### src/verilog/pscr_defs.svh
// offsets, field positions, reset values and timing counts of the phy specific control block
`ifndef PSCR_DEFS_SVH
`define PSCR_DEFS_SVH
`define PSCR_ADDR_CTRL      5'h11
`define PSCR_ADDR_EVT_STAT  5'h18
`define PSCR_ADDR_EVT_MASK  5'h19
`define PSCR_ADDR_STATUS    5'h1a
`define PSCR_BIT_CLK_OFF    15
`define PSCR_BIT_PS_EN      14
`define PSCR_BIT_PS_HI      13
`define PSCR_BIT_PS_LO      12
`define PSCR_BIT_SCR_BYP    11
`define PSCR_BIT_DEPTH_HI   9
`define PSCR_BIT_DEPTH_LO   8
`define PSCR_BIT_COL_FD     4
`define PSCR_BIT_INTERRUPT_POLARITY    3
`define PSCR_BIT_TEST_INT   2
`define PSCR_BIT_INT_EN     1
`define PSCR_BIT_PIN_OUT    0
`define PSCR_CTRL_RESET     16'h0108
`define PSCR_CTRL_WMASK     16'hfb1f
`define PSCR_EVT_LINK_UP    0
`define PSCR_EVT_WAKE       1
`define PSCR_EVT_NLP        2
`define PSCR_CLK_MHZ        200
`define PSCR_NLP_PERIOD_MS  1400
`define PSCR_NLP_CYCLES     (`PSCR_NLP_PERIOD_MS * 1000 * `PSCR_CLK_MHZ)
`endif

### src/verilog/pscr_pkg.sv
// types of the phy specific control block
package pscr_pkg;
	typedef enum logic [1:0] {
		PSCR_PS_NORMAL  = 2'b00,
		PSCR_PS_PWRDOWN = 2'b01,
		PSCR_PS_ACTIVE  = 2'b10,
		PSCR_PS_PASSIVE = 2'b11
	} pscr_ps_mode_t;

	typedef enum logic [1:0] {
		PSCR_ST_RUN   = 2'b00,
		PSCR_ST_DOWN  = 2'b01,
		PSCR_ST_SLEEP = 2'b10
	} pscr_state_t;

	typedef struct packed {
		logic          clk_off;
		logic          ps_en;
		pscr_ps_mode_t ps_mode;
		logic          scr_byp;
		logic [1:0]    depth;
		logic          col_fd;
		logic          interrupt_polarity;
		logic          test_int;
		logic          int_en;
		logic          pin_out;
	} pscr_ctrl_t;

	typedef struct packed {
		logic [4:0]  addr;
		logic [15:0] wdata;
		logic        wr;
		logic        rd;
	} pscr_req_t;

	typedef struct packed {
		logic        core_on;
		logic        clocks_on;
		logic        energy_det_on;
		logic        nlp_send;
		logic        scr_bypass;
		logic [3:0]  lb_depth;
		logic        col_out;
	} pscr_phy_t;

	typedef struct packed {
		pscr_ctrl_t  ctrl;
		pscr_state_t state;
		logic [2:0]  evt_stat;
		logic [2:0]  evt_mask;
		logic [31:0] nlp_cnt;
		logic        nlp_send;
		logic [15:0] rdata;
		logic        pin_level;
		logic        pin_oe;
	} pscr_regs_t;
endpackage

### src/verilog/pscr_ctrl.sv
// phy specific control register with power-save sequencing, interrupt pin and event registers
// Notes on behaviour
// - bit 15 stops internal clocks, only while ieee power-down is in force
// - bit 14 enables power-save modes; cleared means normal operation
// - mode 00 is normal operation, everything running
// - mode 01 is ieee power-down, only the management port alive
// - active sleep keeps management and energy detect, link pulse every 1.4 s
// - active sleep wakes automatically when a link partner is detected
// - bit 11 bypasses the scrambler
// - reserved bits 10 and 7:5 ignore writes and read zero
// - bits 9:8 set loopback fifo depth 4,5,6,8 nibbles, reset 01
// - loopback fifo absorbs receive versus transmit clock rate difference
// - bit 4 allows collision signalling in full duplex
// - with bit 4 clear, collision shows only in half duplex
// - bit 3 sets interrupt polarity, 1 idles high and pulls low
// - bit 2 forces an interrupt for testing
// - forced interrupt stays asserted while bit 2 stays set
// - bit 0 makes the shared pin an interrupt output, else power-down input
// - bit 1 globally enables event interrupts, each event needs its own enable
//
// Design decision made here: the strobed register port.
`timescale 1ns/100ps
`include "pscr_defs.svh"
module pscr_ctrl
	import pscr_pkg::*;
#(
	parameter int unsigned NLP_CYCLES = `PSCR_NLP_CYCLES
) (
	input  wire logic        clk,
	input  wire logic        rst_n,
	input  wire logic [4:0]  addr,
	input  wire logic [15:0] wdata,
	input  wire logic        wr,
	input  wire logic        rd,
	output logic      [15:0] rdata,
	input  wire logic        energy_detect,
	input  wire logic        full_duplex,
	input  wire logic        collision_raw,
	input  wire logic [2:0]  event_in,
	output pscr_phy_t        phy,
	output logic             irq,
	input  wire logic        pin_in,
	output logic             pin_out,
	output logic             pin_oe,
	output logic             pin_powerdown
);

	pscr_regs_t r_reg;
	pscr_regs_t r_next;
	pscr_req_t  req;
	logic       ed_meta_reg;
	logic       ed_sync_reg;
	logic       pin_meta_reg;
	logic       pin_sync_reg;
	logic       int_active;

	assign req = '{addr: addr, wdata: wdata, wr: wr, rd: rd};

	function automatic logic [3:0] depth_nibbles(input logic [1:0] code);
		case (code)
			2'b00:   depth_nibbles = 4'h4;
			2'b01:   depth_nibbles = 4'h5;
			2'b10:   depth_nibbles = 4'h6;
			default: depth_nibbles = 4'h8;
		endcase
	endfunction

	function automatic logic [15:0] ctrl_word(input pscr_ctrl_t c);
		ctrl_word = {c.clk_off, c.ps_en, c.ps_mode, c.scr_byp, 1'b0, c.depth, 3'b000,
			c.col_fd, c.interrupt_polarity, c.test_int, c.int_en, c.pin_out};
	endfunction

	// one decoder for writes and reset keeps the bit map in a single place
	function automatic pscr_ctrl_t ctrl_from_word(input logic [15:0] v);
		pscr_ctrl_t c;
		c          = '0;
		c.clk_off  = v[`PSCR_BIT_CLK_OFF];
		c.ps_en    = v[`PSCR_BIT_PS_EN];
		c.ps_mode  = pscr_ps_mode_t'(v[`PSCR_BIT_PS_HI:`PSCR_BIT_PS_LO]);
		c.scr_byp  = v[`PSCR_BIT_SCR_BYP];
		c.depth    = v[`PSCR_BIT_DEPTH_HI:`PSCR_BIT_DEPTH_LO];
		c.col_fd   = v[`PSCR_BIT_COL_FD];
		c.interrupt_polarity  = v[`PSCR_BIT_INTERRUPT_POLARITY];
		c.test_int = v[`PSCR_BIT_TEST_INT];
		c.int_en   = v[`PSCR_BIT_INT_EN];
		c.pin_out  = v[`PSCR_BIT_PIN_OUT];
		ctrl_from_word = c;
	endfunction

	// pins and analog detector are asynchronous to clk
	always_ff @(posedge clk) begin
		if (!rst_n) begin
			ed_meta_reg  <= 1'b0;
			ed_sync_reg  <= 1'b0;
			pin_meta_reg <= 1'b1;
			pin_sync_reg <= 1'b1;
		end else begin
			ed_meta_reg  <= energy_detect;
			ed_sync_reg  <= ed_meta_reg;
			pin_meta_reg <= pin_in;
			pin_sync_reg <= pin_meta_reg;
		end
	end

	// test interrupt is level: holds as long as bit 2 is set
	assign int_active = r_reg.ctrl.test_int | (r_reg.ctrl.int_en &
		|(r_reg.evt_stat & r_reg.evt_mask));

	always_comb begin
		logic [15:0] w;
		logic [15:0] cur;
		w      = 16'h0000;
		cur    = 16'h0000;
		r_next = r_reg;
		cur    = ctrl_word(r_reg.ctrl);
		r_next.rdata = 16'h0000;
		if (req.wr && req.addr == `PSCR_ADDR_CTRL) begin
			w = (req.wdata & `PSCR_CTRL_WMASK) | (cur & ~`PSCR_CTRL_WMASK);
			r_next.ctrl = ctrl_from_word(w);
		end
		if (req.wr && req.addr == `PSCR_ADDR_EVT_MASK)
			r_next.evt_mask = req.wdata[2:0];
		// clear by writing one; a new event in the same cycle wins
		if (req.wr && req.addr == `PSCR_ADDR_EVT_STAT)
			r_next.evt_stat = r_reg.evt_stat & ~req.wdata[2:0];
		r_next.evt_stat = r_next.evt_stat | event_in;

		// power state: field only counts while enable is set
		r_next.nlp_send = 1'b0;
		case (r_reg.state)
			PSCR_ST_RUN: begin
				if (r_reg.ctrl.ps_en && r_reg.ctrl.ps_mode == PSCR_PS_PWRDOWN)
					r_next.state = PSCR_ST_DOWN;
				else if (r_reg.ctrl.ps_en && r_reg.ctrl.ps_mode == PSCR_PS_ACTIVE) begin
					r_next.state   = PSCR_ST_SLEEP;
					r_next.nlp_cnt = 32'h0;
				end
			end
			PSCR_ST_DOWN: begin
				if (!r_reg.ctrl.ps_en || r_reg.ctrl.ps_mode != PSCR_PS_PWRDOWN)
					r_next.state = PSCR_ST_RUN;
			end
			PSCR_ST_SLEEP: begin
				if (ed_sync_reg) begin
					// auto wake: drop the mode so software sees normal again
					r_next.state        = PSCR_ST_RUN;
					r_next.ctrl.ps_mode = PSCR_PS_NORMAL;
					r_next.evt_stat[`PSCR_EVT_WAKE] = 1'b1;
				end else if (!r_reg.ctrl.ps_en || r_reg.ctrl.ps_mode != PSCR_PS_ACTIVE) begin
					r_next.state = PSCR_ST_RUN;
				end else if (r_reg.nlp_cnt >= NLP_CYCLES - 1) begin
					r_next.nlp_cnt  = 32'h0;
					r_next.nlp_send = 1'b1;
					r_next.evt_stat[`PSCR_EVT_NLP] = 1'b1;
				end else begin
					r_next.nlp_cnt = r_reg.nlp_cnt + 32'h1;
				end
			end
			default: r_next.state = PSCR_ST_RUN;
		endcase
		if (r_reg.state != PSCR_ST_RUN && r_next.state == PSCR_ST_RUN)
			r_next.evt_stat[`PSCR_EVT_LINK_UP] = 1'b1;

		if (req.rd) begin
			case (req.addr)
				`PSCR_ADDR_CTRL:     r_next.rdata = cur;
				`PSCR_ADDR_EVT_STAT: r_next.rdata = {13'h0000, r_reg.evt_stat};
				`PSCR_ADDR_EVT_MASK: r_next.rdata = {13'h0000, r_reg.evt_mask};
				`PSCR_ADDR_STATUS:   r_next.rdata = {13'h0000, irq, r_reg.state};
				default:             r_next.rdata = 16'h0000;
			endcase
		end

		// shared pin: interrupt output with programmable idle level
		r_next.pin_oe    = r_next.ctrl.pin_out;
		r_next.pin_level = r_next.ctrl.interrupt_polarity ^ int_active;
	end

	always_ff @(posedge clk) begin
		if (!rst_n) begin
			r_reg          <= '0;
			r_reg.ctrl     <= ctrl_from_word(`PSCR_CTRL_RESET);
			r_reg.state    <= PSCR_ST_RUN;
			r_reg.pin_level <= 1'b1;
		end else begin
			r_reg <= r_next;
		end
	end

	assign rdata   = r_reg.rdata;
	assign irq     = int_active;
	assign pin_out = r_reg.pin_level;
	assign pin_oe  = r_reg.pin_oe;
	// pin works as active-low power-down input while not an output
	assign pin_powerdown = !r_reg.ctrl.pin_out && !pin_sync_reg;

	always_comb begin
		phy               = '0;
		phy.core_on       = (r_reg.state == PSCR_ST_RUN) && !pin_powerdown;
		phy.clocks_on     = !(r_reg.ctrl.clk_off && r_reg.state == PSCR_ST_DOWN);
		phy.energy_det_on = (r_reg.state == PSCR_ST_SLEEP);
		phy.nlp_send      = r_reg.nlp_send;
		phy.scr_bypass    = r_reg.ctrl.scr_byp;
		phy.lb_depth      = depth_nibbles(r_reg.ctrl.depth);
		phy.col_out       = collision_raw && (!full_duplex || r_reg.ctrl.col_fd);
	end

	// every event bit is sticky until a one is written to it
	for (genvar gi = 0; gi < 3; gi++) begin : g_evt

	end
endmodule

### config.mk
export PLATFORM = sky130hd
export DESIGN_NAME = pscr_ctrl
export DESIGN_NICKNAME = d
export VERILOG_FILES = /design/src/verilog/pscr_pkg.sv /design/src/verilog/pscr_ctrl.sv
export VERILOG_INCLUDE_DIRS = /design/src /design/src/verilog
export SDC_FILE = /design/constraint.sdc
export NUM_CORES = 1
export LEC_CHECK = 0
export BUFFER_PORTS_ARGS = -buffer_cell sky130_fd_sc_hd__buf_2
export CORE_MARGIN = 2
export CORE_UTILIZATION = 55
export DETAILED_ROUTE_END_ITERATION = 12
export PLACE_DENSITY_LB_ADDON = 0.25
export REMOVE_ABC_BUFFERS = 1
export SLEW_MARGIN = 5
export SYNTH_ARGS = -nofsm -noshare
export SYNTH_HDL_FRONTEND = slang
export SYNTH_SLANG_ARGS = --single-unit
### constraint.sdc
create_clock -name clk -period 2.7 [get_ports clk]
set_clock_uncertainty 0.2 [all_clocks]
set_input_delay 0.54 -clock clk [delete_from_list [all_inputs] [get_ports clk]]
set_output_delay 0.54 -clock clk [all_outputs]
set_load 0.02 [all_outputs]
---- Word level (Yosys, flattened, before mapping) ----
Cells that the tools add are included.
operators by class
  reductions and logical operators ........ 28
  $lt $le $gt $ge ......................... 1
  multiplexer cells ....................... 25
  bitwise logic cells ..................... 9
  add/sub/neg operators ................... 1
  equality and inequality tests ........... 16
operators with widths
  cell                   count
  $mux 32                3
  $mux 33                2
  $pmux 16 s4            1
  $pmux 32 s2            1
  $add 32x1->32 const B  1
  $ge 32x29->1 const B   1
  $eq 5x5->1 const B     4
  $mux 2                 8
  $pmux 4 s3             1
  $logic_and 1x1->1      10
  $mux 10                1
  $ne 2x2->1 const B     5
  $and 3x3->3            2
  $eq 2x1->1 const B     3
  $eq 2x2->1 const B     3
  $logic_not 1->1        6
  $logic_not 2->1        3
  $mux 1                 6
  $pmux 2 s3             1
  $reduce_and 5->1       1
  $reduce_bool 2->1      2
  $reduce_or 4->1        1
  $logic_or 1x1->1       3
  $mux 3                 1
  9 further kinds        10
storage, ports and cells
  word-level logic and storage cells ...... 101
  output and inout port bits .............. 30
  bits of input ports ..................... 32
  register bits after elaboration ......... 74

---- Longest topological paths before layout ----
  word-level depth ........................ 8
  gate-level depth with buffers ........... 7
  gate-level depth less buffers ........... 6

---- Least setup slack after synthesis ----
OpenSTA, ideal clock, no wires.
  path kind ............................... input -> register
  from .................................... input port addr[1]
  to ...................................... register r_reg[64] in the netlist's numbering
  setup slack ............................. 0.613 ns
  setup time .............................. 0.127 ns
  required time ........................... 2.373 ns
  arrival ................................. 1.760 ns
  cell stages on the path ................. 6
  buffers on the path ..................... 2
  cell sequence ........................... clkbuf_1 -> nor4bb_1 -> nand3b_1 -> buf_1 -> mux2i_1 -> nand2_1
between the ends
  word-level cells in the longest chain between the ends .. 2
RTL lines
  item                                line              text
  from (decl)                         pscr_ctrl.sv:31   input wire logic [4:0] addr,
  $eq 5x5->1                          --
  $logic_and 1x1->1 (no source line)  --
  to (signal assigned)                pscr_ctrl.sv:186  r_reg <= r_next;
  to (decl)                           pscr_ctrl.sv:48   pscr_regs_t r_reg;
No other way between the ends.
A chain may end at the register's enable or synchronous reset.

---- Worst setup path after layout ----
  from .................................... register r_reg[19] in the netlist's numbering
  to ...................................... register r_reg[36] in the netlist's numbering
between the ends
  word-level cells in the longest chain between the ends .. 5
  elaborated cells on any way between the ends .. 6
  classes of those cells .................. add/sub (1); order compare (1); mux (4)
RTL lines
  item                                                  line                                text
  $add 32x1->32 / $ge 32x29->1 (equally long branches)  pscr_ctrl.sv:156, pscr_ctrl.sv:151
  $mux 32 (*)                                           pscr_ctrl.sv:151                    end else if (r_reg.nlp_cnt >= NLP_CYCLES - 1) begin
  $mux 33 (*)                                           pscr_ctrl.sv:149                    end else if (!r_reg.ctrl.ps_en || r_reg.ctrl.ps_mode != PSCR_PS_ACTIVE) begin
  $mux 33 (*)                                           pscr_ctrl.sv:144                    if (ed_sync_reg) begin
  $pmux 32 s2 (*)                                       pscr_ctrl.sv:130                    case (r_reg.state)
Mark *: on every way between the ends. The rest lies on a longest branch, timed or not. The select of a mux whose other input is x is not followed.

==> reports/summary.json <==
{
  "setup_path": {
    "critPathCapture": "r_reg[36]",
    "worst-endpoint-required_ns": 2.71,
    "worst-r2r-cell-count": 7,
    "critPathMaxFanout": 17,
    "slowest_delay_ns": 0.42,
    "critical_path.startpoint": "r_reg[19]",
    "path_buf_inv": 1,
    "largest_delay_contributor_family_on_the_critical_path": "simple AND/OR/NAND/NOR gates",
    "timing.critical_path.slowest_stage_cell": "sky130_fd_sc_hd__dfxtp_1",
    "reg2reg_slack_ns": 0.25,
    "worstSetupStartpointType": "flop",
    "critical_path.endpoint_type": "flop",
    "cp.depth": 7,
    "cp_cell_sequence": "ha_1 -> nand2_1 -> nor3_2 -> o211ai_1 -> buf_4 -> nand2_1 -> o211ai_1",
    "worstReg2RegStart": "r_reg[19]",
    "worstPathArrival_ns": 2.46,
    "worst_r2r_endpoint": "r_reg[36]",
    "category_of_the_critical_setup_timing_path": "reg2reg"
  },
  "floorplan": {
    "ios": 62,
    "die_area_sq_um": 6670,
    "chipWidth_um": 81.6,
    "initial_utilization": 0.563,
    "placementRows": 28,
    "core_region_area_sq_um": 5890,
    "fp.dieH_um": 81.6
  },
  "global_route": {
    "grt_pass1_vias": 2601,
    "grt_first_pass_wirelength_mm": 11.8,
    "groute.usage.overall": 0.228,
    "initial_antenna_violation_count": 0,
    "overflow": 0,
    "largest_net_degree_at_the_start_of_global_routing": 37
  },
  "clocking": {
    "tritoncts": "built",
    "clk_latency_worst_skew_pair_ns": 0.34,
    "cts_sinks": 70,
    "ctsHtreeMaxLevel": 3,
    "clk_transition_reported_paths_ns": 0.07,
    "cts-buffers-inserted": 9,
    "master_cell_of_the_clock_root_buffer": "sky130_fd_sc_hd__clkbuf_8",
    "clockBufferDepth": 2
  },
  "power_and_ir_drop": {
    "total_power_density_per_cell_area_nw_per_um2": 509,
    "vdd.ir_drop.worst_uv": 304,
    "power.static_leakage_nw": 1.49
  },
  "timing": {
    "grt_setup_unrepaired": "no",
    "relSlewSlack": 0.540,
    "post-route-period-util": 0.906,
    "report.final.slew_viol_count": 0,
    "timing.final.crit_period_ns": 2.45,
    "report.final.hold_viol_count": 0,
    "maxClockFrequency_mhz": 409,
    "totalNegativeSetupSlack_ns": 0,
    "tightestPinTransition_ns": 0.687,
    "final-setup-viol-count": 0
  },
  "route": {
    "drt-pass1-iter-count": 6,
    "dr.first_iter.drc_count": 116,
    "detail_routed_net_length_per_standard_cell_um": 14.8,
    "drc": 0,
    "viasPerCell": 5.89,
    "total_vias_in_the_final_route": 2939,
    "ant_nets": 0,
    "drt-total-wl_mm": 7.41
  },
  "layout": {
    "area_growth_pct": 13.2,
    "finish.cell_count_without_fillers": 499,
    "mostFrequentLayoutCell": "sky130_fd_sc_hd__dfxtp_1",
    "final_antenna_diode_count": 0,
    "final-seq-area_sq_um": 1400,
    "most-common-layout-cells": "sky130_fd_sc_hd__dfxtp_1, sky130_fd_sc_hd__buf_2, sky130_fd_sc_hd__nand2_1, sky130_fd_sc_hd__nor2_1, sky130_fd_sc_hd__mux2i_1",
    "multiInputGateArea_sq_um": 1710,
    "nFillCells": 499,
    "layout.nets": 452,
    "largest_register_ffs": 50,
    "drive_gt1_frac": 0.198
  },
  "logic_synthesis": {
    "synth_flop_cell": "sky130_fd_sc_hd__dfxtp_1",
    "synthCells": 377,
    "synth-seq-area-share": 0.423,
    "yosys.cell_types.count": 50,
    "synth_warnings": 0,
    "synth_async_sr_flop_share": 0,
    "synthTopCellsByArea": "sky130_fd_sc_hd__dfxtp_1, sky130_fd_sc_hd__mux2i_1, sky130_fd_sc_hd__nand2_1",
    "synth.ff_latch_count": 70,
    "average_footprint_of_a_synthesized_cell_sq_um": 8.79,
    "synth_enable_flop_cells": 0,
    "synth_top_area_cell": "sky130_fd_sc_hd__dfxtp_1",
    "synth_top_cell_area_share": 0.423,
    "mappedNetlistArea_sq_um": 3320
  },
  "hold_path": {
    "min_path_type": "in2reg"
  },
  "job": {
    "max-cap-violations": 0
  },
  "place": {
    "finalWeightedCongestion": 0.861,
    "port_buffers": 53,
    "hpwlAfterDp_mm": 5.23,
    "post-place-cells": 483
  },
  "outcome": {
    "status": "finished, final reports clean"
  }
}
[report_power, final]
part | switching (W) | leakage, nW | internal [W]
combinational | 0.0000510 | 0.834 | 0.0000362
clock | 0.000390 | 0.0913 | 0.000382
sequential | 0.00000974 | 0.566 | 0.00104
[worst reg2reg max path, cell delays in order, from the launching register on]
cell,delay (ns)
sky130_fd_sc_hd__dfxtp_1,0.42
sky130_fd_sc_hd__ha_1,0.28
sky130_fd_sc_hd__nand2_1,0.11
sky130_fd_sc_hd__nor3_2,0.33
sky130_fd_sc_hd__o211ai_1,0.35
sky130_fd_sc_hd__buf_4,0.31
sky130_fd_sc_hd__nand2_1,0.20
sky130_fd_sc_hd__o211ai_1,0.13
[cell usage after synthesis, types with 3 or more instances]
| library cell | instances |
|---|---|
| sky130_fd_sc_hd__nor4_1 | 4 |
| sky130_fd_sc_hd__and2_1 | 12 |
| sky130_fd_sc_hd__buf_4 | 18 |
| sky130_fd_sc_hd__nand4_1 | 12 |
| sky130_fd_sc_hd__o211ai_1 | 12 |
| sky130_fd_sc_hd__and3_1 | 7 |
| sky130_fd_sc_hd__xor2_1 | 4 |
| sky130_fd_sc_hd__or3_1 | 4 |
| sky130_fd_sc_hd__nor2_1 | 27 |
| sky130_fd_sc_hd__a21oi_1 | 7 |
| sky130_fd_sc_hd__dfxtp_1 | 70 |
| sky130_fd_sc_hd__inv_1 | 7 |
| sky130_fd_sc_hd__a41oi_1 | 3 |
| sky130_fd_sc_hd__nand2_1 | 39 |
| sky130_fd_sc_hd__nand2b_1 | 4 |
| sky130_fd_sc_hd__or2_2 | 4 |
| sky130_fd_sc_hd__o22a_1 | 3 |
| sky130_fd_sc_hd__mux2i_1 | 21 |
| sky130_fd_sc_hd__a31oi_1 | 18 |
| sky130_fd_sc_hd__nor2b_1 | 5 |
| sky130_fd_sc_hd__nand3b_1 | 8 |
| sky130_fd_sc_hd__nand3_1 | 16 |
| sky130_fd_sc_hd__clkbuf_1 | 11 |
| sky130_fd_sc_hd__and4_1 | 7 |
| sky130_fd_sc_hd__o21ai_0 | 11 |
| sky130_fd_sc_hd__nor3b_1 | 3 |
| sky130_fd_sc_hd__buf_2 | 3 |
| sky130_fd_sc_hd__nor3_1 | 7 |
[kinds of logic after synthesis]
| logic type | after synthesis | synth area share |
|---|---|---|
| fa+ha+maj | 1 | 0.00377 |
| simple gates | 165 | 0.272 |
| flops | 70 | 0.423 |
| buf+inv | 40 | 0.0668 |
| other cells | 1 | 0.00113 |
| xor+xnor | 6 | 0.0158 |
| mux | 21 | 0.0634 |
| compound gates | 73 | 0.155 |
[metal layers]
metal  vias to the layer above  GRT usage  wire, um
met5                         -          0         0
met4                         0      0.120       129
met3                        13     0.0440       404
met2                        87      0.374      3530
met1                      1385      0.284      3350
li1                       1454          -         -
[layout make-up]
class	instances	share of cell area
multi-input combinational	270	0.455
sequential	70	0.373
timing repair buffer	61	0.0900
clock buffer	11	0.0403
tap	75	0.0250
clock inverter	5	0.00900
inverter	7	0.00700
[metrics by stage]
step           utilization  hold WS, ns  area (sq um)  setup WS [ns]  power, W
3_5_place_dp         0.605        0.198          3560          0.108   0.00116
3_3_place_gp         0.605        0.190          3560          0.186   0.00116
2_1_floorplan            -        0.186          3130        -0.0414   0.00112
6_report             0.638        0.189          3750          0.253   0.00191
4_1_cts              0.637        0.176          3750         0.0733   0.00193
5_1_grt              0.638        0.182          3750         0.0401   0.00199
[repair_timing]
action                                  in CTS  in global routing
hold buffers                                 0                  0
endpoints found under the setup margin       0                 16
setup buffers                                0                  0
gates resized for setup                      0                  1
[worst min path at each step]
stage	slack, ns	endpoint	cells after the start	start
floorplan	0.19	pin_sync_reg	1	pin_meta_reg
global placement	0.19	pin_sync_reg	1	pin_meta_reg
detailed placement	0.20	pin_sync_reg	1	pin_meta_reg
CTS	0.18	pin_meta_reg	2	pin_in
global route	0.18	pin_meta_reg	2	pin_in
finish	0.19	pin_meta_reg	2	pin_in
Note: power is estimated with default switching activity, not from simulation.
